--- src/rtl/cptx_pkg.sv ---
package cptx_pkg;
    // ==========================================================
    // Response decoding
    // ==========================================================
    // Response type codes as presented by the response decoder
    localparam logic [1:0] CPTX_RESP_PRE = 2'h1;
    localparam logic [1:0] CPTX_RESP_MID = 2'h2;
    localparam logic [1:0] CPTX_RESP_POST = 2'h3;
    localparam int CPTX_VEC_W = 8;
    localparam int CPTX_ADDR_W = 32;
    localparam int CPTX_MASK_W = 16;
    // Exception acknowledge mask value for the control interface register
    localparam logic [15:0] CPTX_ACK_MASK = 16'h0002;

    // ==========================================================
    // Stack frame sizes in 16-bit words
    // ==========================================================
    localparam logic [3:0] CPTX_FRAME_PRE = 4'h4;
    localparam logic [3:0] CPTX_FRAME_MID = 4'hA;
    localparam logic [3:0] CPTX_FRAME_POST = 4'h6;

    // Return behaviour after an unmodified frame
    typedef enum logic [1:0] {
        CPTX_RET_NONE,
        CPTX_RET_RESTART,
        CPTX_RET_RESUME,
        CPTX_RET_NEXT
    } cptx_ret_t;
endpackage

--- src/rtl/cptx_frame_sel.sv ---
`timescale 1ns/1ps
// ==========================================================
// Frame selector: size and return kind from response type only
// ==========================================================
module cptx_frame_sel (
    input wire logic [1:0] resp_type,
    output logic [3:0] frame_words,
    output cptx_pkg::cptx_ret_t ret_kind
);
    import cptx_pkg::*;
    // Pure decode so the choice cannot depend on anything else
    assign frame_words = (resp_type == CPTX_RESP_PRE) ? CPTX_FRAME_PRE :
                         (resp_type == CPTX_RESP_MID) ? CPTX_FRAME_MID :
                         (resp_type == CPTX_RESP_POST) ? CPTX_FRAME_POST :
                         4'h0;
    assign ret_kind = (resp_type == CPTX_RESP_PRE) ? CPTX_RET_RESTART :
                      (resp_type == CPTX_RESP_MID) ? CPTX_RET_RESUME :
                      (resp_type == CPTX_RESP_POST) ? CPTX_RET_NEXT :
                      CPTX_RET_NONE;
endmodule

--- src/rtl/cptx_take_exc.sv ---
`timescale 1ns/1ps
module cptx_take_exc (
    input wire logic ref_clk,
    input wire logic resetn,
    // Decoded response from the response interface register
    input wire logic resp_valid,
    input wire logic [1:0] resp_type,
    input wire logic [cptx_pkg::CPTX_VEC_W-1:0] resp_vector,
    input wire logic [cptx_pkg::CPTX_ADDR_W-1:0] opword_addr,
    input wire logic [cptx_pkg::CPTX_ADDR_W-1:0] scan_program_counter,
    input wire logic [cptx_pkg::CPTX_ADDR_W-1:0] eff_addr,
    input wire logic eff_addr_valid,
    // Control interface register write
    output logic ctrl_wr_req,
    output logic [cptx_pkg::CPTX_MASK_W-1:0] ctrl_wr_data,
    input wire logic ctrl_wr_done,
    // Request to the standard exception sequencer
    output logic exc_req,
    output logic [cptx_pkg::CPTX_VEC_W-1:0] exc_vector,
    output logic [3:0] exc_frame_words,
    output logic [cptx_pkg::CPTX_ADDR_W-1:0] exc_saved_pc,
    output logic [cptx_pkg::CPTX_ADDR_W-1:0] exc_saved_scan,
    output logic [cptx_pkg::CPTX_ADDR_W-1:0] exc_saved_ea,
    output logic exc_ea_defined,
    input wire logic exc_done,
    // Return from an unmodified frame
    input wire logic rte_req,
    output logic ret_valid,
    output cptx_pkg::cptx_ret_t ret_kind,
    output logic [cptx_pkg::CPTX_ADDR_W-1:0] ret_pc,
    output logic reread_resp,
    output logic busy
);
    import cptx_pkg::*;

    // ==========================================================
    // Reset release
    // ==========================================================
    logic rst_meta_ff;
    logic rst_sync_ff;
    // Async assert, two-flop release
    always_ff @(posedge ref_clk or negedge resetn) begin
        if (!resetn) begin
            rst_meta_ff <= 1'b0;
            rst_sync_ff <= 1'b0;
        end else begin
            rst_meta_ff <= 1'b1;
            rst_sync_ff <= rst_meta_ff;
        end
    end
    wire rst_n = rst_sync_ff;

    // ==========================================================
    // Sequencer
    // ==========================================================
    typedef enum logic [1:0] {
        CPTX_IDLE,
        CPTX_ACK,
        CPTX_EXC,
        CPTX_HOLD
    } cptx_state_t;

    cptx_state_t state_ff;
    cptx_state_t nxt_state;
    logic [1:0] type_ff;
    logic [CPTX_VEC_W-1:0] vec_ff;
    logic [CPTX_ADDR_W-1:0] pc_ff;
    logic [CPTX_ADDR_W-1:0] scan_ff;
    logic [CPTX_ADDR_W-1:0] ea_ff;
    logic ea_def_ff;
    logic [3:0] sel_words;
    cptx_ret_t sel_ret;

    cptx_frame_sel cptx_frame_sel_i (
        .resp_type(type_ff),
        .frame_words(sel_words),
        .ret_kind(sel_ret)
    );

    // Only the three exception responses are taken
    wire is_exc_resp = resp_valid && (resp_type == CPTX_RESP_PRE || resp_type == CPTX_RESP_MID ||
                                      resp_type == CPTX_RESP_POST);
    // A pre response right after a command write reports an earlier concurrent fault
    wire take = (state_ff == CPTX_IDLE) && is_exc_resp;

    // Next state: ack write strictly precedes the sequencer request
    always_comb begin
        nxt_state = state_ff;
        case (state_ff)
            CPTX_IDLE: if (take) nxt_state = CPTX_ACK;
            CPTX_ACK: if (ctrl_wr_done) nxt_state = CPTX_EXC;
            CPTX_EXC: if (exc_done) nxt_state = CPTX_HOLD;
            CPTX_HOLD: if (rte_req) nxt_state = CPTX_IDLE;
            default: nxt_state = CPTX_IDLE;
        endcase
    end

    always_ff @(posedge ref_clk or negedge rst_n) begin
        if (!rst_n) begin
            state_ff <= CPTX_IDLE;
        end else begin
            state_ff <= nxt_state;
        end
    end

    // Capture context at receipt; scan PC is the value at that moment
    always_ff @(posedge ref_clk or negedge rst_n) begin
        if (!rst_n) begin
            type_ff <= 2'h0;
            vec_ff <= '0;
            pc_ff <= '0;
            scan_ff <= '0;
            ea_ff <= '0;
            ea_def_ff <= 1'b0;
        end else if (take) begin
            type_ff <= resp_type;
            vec_ff <= resp_vector;
            pc_ff <= opword_addr;
            scan_ff <= scan_program_counter;
            ea_ff <= eff_addr;
            ea_def_ff <= eff_addr_valid;
        end
    end

    // ==========================================================
    // Outputs
    // ==========================================================
    // Requests and busy are decoded from state, ret_valid from state and rte_req; data comes from captures, except the constant ack mask
    assign ctrl_wr_req = (state_ff == CPTX_ACK);
    assign ctrl_wr_data = CPTX_ACK_MASK;
    assign exc_req = (state_ff == CPTX_EXC);
    assign exc_vector = vec_ff;
    assign exc_frame_words = sel_words;
    assign exc_saved_pc = pc_ff;
    // Pre frame has no scan PC slot; zero it so nothing stale leaks
    assign exc_saved_scan = (type_ff == CPTX_RESP_PRE) ? '0 : scan_ff;
    // EA only meaningful in the mid frame and only if it was evaluated
    assign exc_ea_defined = ea_def_ff && (type_ff == CPTX_RESP_MID);
    assign exc_saved_ea = exc_ea_defined ? ea_ff : '0;
    assign ret_valid = (state_ff == CPTX_HOLD) && rte_req;
    assign ret_kind = sel_ret;
    // Restart at opcode word, or continue at scan PC
    assign ret_pc = (sel_ret == CPTX_RET_NEXT) ? scan_ff : pc_ff;
    assign reread_resp = ret_valid && (sel_ret == CPTX_RET_RESUME);
    assign busy = (state_ff != CPTX_IDLE);
endmodule

--- config.mk ---
export PLATFORM = sky130hd
export DESIGN_NAME = cptx_take_exc
export DESIGN_NICKNAME = d
export VERILOG_FILES = /design/src/rtl/cptx_pkg.sv /design/src/rtl/cptx_frame_sel.sv /design/src/rtl/cptx_take_exc.sv
export SDC_FILE = /design/constraint.sdc
export NUM_CORES = 1
export LEC_CHECK = 0
export ABC_AREA = 1
export BUFFER_PORTS_ARGS = -buffer_cell sky130_fd_sc_hd__buf_4
export CAP_MARGIN = 25
export CORE_UTILIZATION = 46
export DETAILED_ROUTE_END_ITERATION = 7
export PLACE_DENSITY = 0.9
export SLEW_MARGIN = 30
export SYNTH_ARGS = -nofsm -noshare
export SYNTH_HDL_FRONTEND = slang
export SYNTH_SLANG_ARGS = --single-unit
--- constraint.sdc ---
create_clock -name ref_clk -period 4.15 [get_ports ref_clk]
set_input_delay 0.2075 -clock ref_clk [delete_from_list [all_inputs] [get_ports ref_clk]]
set_output_delay 0.2075 -clock ref_clk [all_outputs]
set_load 0.005 [all_outputs]
==> flow_summary.toml <==
[layout]
multiInputGateArea_mm2 = 0.00175
fillers = 1015
syn2layout_area_growth_pct = 38.0
drive_gt1_share_pct = 33.0
seq_area_mm2 = 0.00278
final_net_count = 1011
design_area_mm2 = 0.00743
num_antenna_cells = 0

[power_and_ir_drop]
power.density_mw_per_mm2 = 705
peakVddDrop_mv = 0.375
leakagePower_uw = 0.00429

[worst_setup_path]
reg2reg_setup_slack_ns = 2.29
reg2reg_to = "exc_saved_pc[13]$_DFFE_PN0P_"
path_cells = "inv_1, nor2_2, buf_4, nor2_1, buf_4"
worstReg2RegStart = "state_ff[0]$_DFFE_PN0P_"
crit_path_max_fanout = 17
critical_path_depth = 5
crit_required_ns = 3.94
end_kind = "output port"
crit_top_cell = "buf_4"
crit_path_start_kind = "flop"
cpLargestDelayFamily = "simple AND/OR/NAND/NOR gates"
arrival_ns = 2.08
cpPeakStageDelay_ns = 0.57
critical_path_class = "flop to output port"
crit_slowest_cell = "nor2_2"
critPathCapture = "exc_saved_scan[0]"
critical_path.startpoint = "type_ff[0]$_DFFE_PN0P_"
worstRegToRegCells = 6
worst-path-buf-inv = 3

[floorplan]
start_util_pct = 47.2
io_pins = 277
core-area_mm2 = 0.0114
die_area_mm2 = 0.0121
die_x_um = 110
chipHeight_um = 110
rows = 39

[sta]
min_period_ns = 2.28
rsz0062_at_grt = "false"
skew_ns = 0.00929
finalSetupViolCount = 0
hold_violations = 0
slew_headroom_pct = 45.6
drv_slew = 0
worst_slew_pin_slew_ns = 0.816
post-route-period-util_pct = 55.0
fmax_mhz = 438
fin_setup_tns_ns = 0

[placed_design]
io_buffers = 259
place_congestion = 0.794
dpl.hpwl_mm = 10.2
placed_cell_area_mm2 = 0.00713

[yosys]
yosysWarningCount = 0
ys_ff_latch = 111
yosysUniqueCellTypes = 23
postSynthAreaPerCell_um2 = 8.21
syn-cell-area_mm2 = 0.00539
yosysSeqAreaShare_pct = 51.6
syn-instance-count = 656

[cts]
numCtsBuffers = 9
ctsResizeCount = 0
clk_latency_ns = 0.34
htree_levels = 3
clk_path_buf_depth = 2
clock_sinks = 111
cts-root-buf = "clkbuf_16"
cts_tree = "done"
clk_pin_slew_ns = 0.07

[worst_hold_path]
min_path_type = "primary input to flop"
hold_start = "scan_program_counter[31]"

[global_routing]
grt_use_total_pct = 22.0
antenna_found_initial = 0
grt_pass1_wl_mm = 20.5
grt_max_degree = 119
overflow = 0
grt_pass1_vias = 4261

[drt]
drc_errors = 0
drtPass1Iterations = 5
ant_nets = 0
post_drt_wl_per_cell_um = 13.2
drt-vias-per-instance = 4.62
via_count = 4805
drt_wl_total_mm = 13.7
drtIter0Drc = 202

[run]
drv_cap = 0

[run_status]
status = "finished clean"
## synthesized netlist by cell type, drive strengths merged
master | count | area share [%]
nor2 | 132 | 9.4
ha | 5 | 1.2
a21oi | 64 | 6.2
nand2 | 89 | 6.3
clkbuf | 6 | 0.42
buf | 50 | 8.4
o21ai | 75 | 7.5
or2 | 1 | 0.12
nor3 | 1 | 0.093
conb | 2 | 0.14
dfrtp | 111 | 52
inv | 117 | 8.2
nand3 | 3 | 0.51
## flip-flops by register name, indices dropped and copies added (netlist names)
register / count
rst_n: 1
state_ff: 2
exc_vector: 8
scan_ff: 32
ea_def_ff: 1
type_ff: 2
rst_meta_ff: 1
ea_ff: 32
exc_saved_pc: 32
## how the worst min path moves through the flow
| stage | end | slack [ns] | cells past startpoint |
|---|---|---|---|
| floorplan | rst_meta_ff$_DFF_PN0_ | -0.09 | 0 |
| global placement | rst_meta_ff$_DFF_PN0_ | -0.009 | 1 |
| detailed placement | rst_n$_DFF_PN0_ | -0.007 | 1 |
| CTS | ea_ff[1]$_DFFE_PN0P_ | 0.1 | 3 |
| global route | ea_ff[31]$_DFFE_PN0P_ | 0.11 | 3 |
| finish | scan_ff[31]$_DFFE_PN0P_ | 0.11 | 3 |
## repair_timing
item	CTS	global route
hold buffers	1	0
endpoints found under the setup margin	0	0
hold endpoints to repair	2	0
buffers inserted	0	0
## per-layer routing
metal	global-route usage (%)	vias up	share of wire (%)
li1	-	2410	-
met4	8.74	0	2.1
met3	4.00	21	6.3
met1	26.7	2216	40
met2	38.7	158	52
met5	0	-	0
## stage by stage
step	std cells	worst slack (ns)	util, %	power, µW	hold slack, ns
global route	1041	1.71	65.1	5690	0.106
global placement	1023	2.18	62.5	4390	-0.00912
CTS	1040	1.84	64.9	5280	0.0978
detailed placement	1023	2.14	62.5	4490	-0.00703
finish	1041	1.87	65.1	5240	0.106
floorplan	672	0.829	-	3190	-0.0881
## power by group
part           internal, µW  leakage [µW]  switching, µW
registers              1570       0.00127            266
logic                  1320       0.00289           1310
clock network           425      0.000128            357
## layout by cell type, fill, tap and decap left out, drive strengths merged
| master | n |
|---|---|
| or2 | 1 |
| a21oi | 64 |
| dfrtp | 111 |
| nand2 | 89 |
| inv | 117 |
| clkinv | 1 |
| conb | 18 |
| o21ai | 75 |
| clkbuf | 15 |
| nand3 | 3 |
| buf | 265 |
| nor2 | 132 |
| ha | 5 |
| nor3 | 1 |
| dlygate4sd3 | 1 |
## cells by family (layout without fill, tap and decap cells)
logic type,after synthesis,after routing,share of synthesized area (%)
AOI/OAI and AO/OA,139,139,13.7
and+or+nand+nor,226,226,16.4
other,2,18,0.139
buffers and inverters,173,399,17.0
DFF,111,111,51.6
adders and majority gates,5,5,1.16
## area by class of cell
| type | count | share of cell area, % |
|---|---|---|
| clock buffer | 15 | 3.47 |
| timing repair buffer | 266 | 27.1 |
| clock inverter | 1 | 0.0674 |
| tap | 143 | 2.41 |
| multi-input combinational | 388 | 23.6 |
| inverter | 117 | 5.91 |
| sequential | 111 | 37.4 |
## worst reg2reg max path, delay by kind of cell (launching register included)
kind	cells	cell delay, ns
adders and majority gates	1	0.26
AOI/OAI and AO/OA	1	0.12
DFF	1	0.39
and+or+nand+nor	2	0.29
buffers and inverters	2	0.72
No activity file was read; power rests on OpenSTA's default activity.
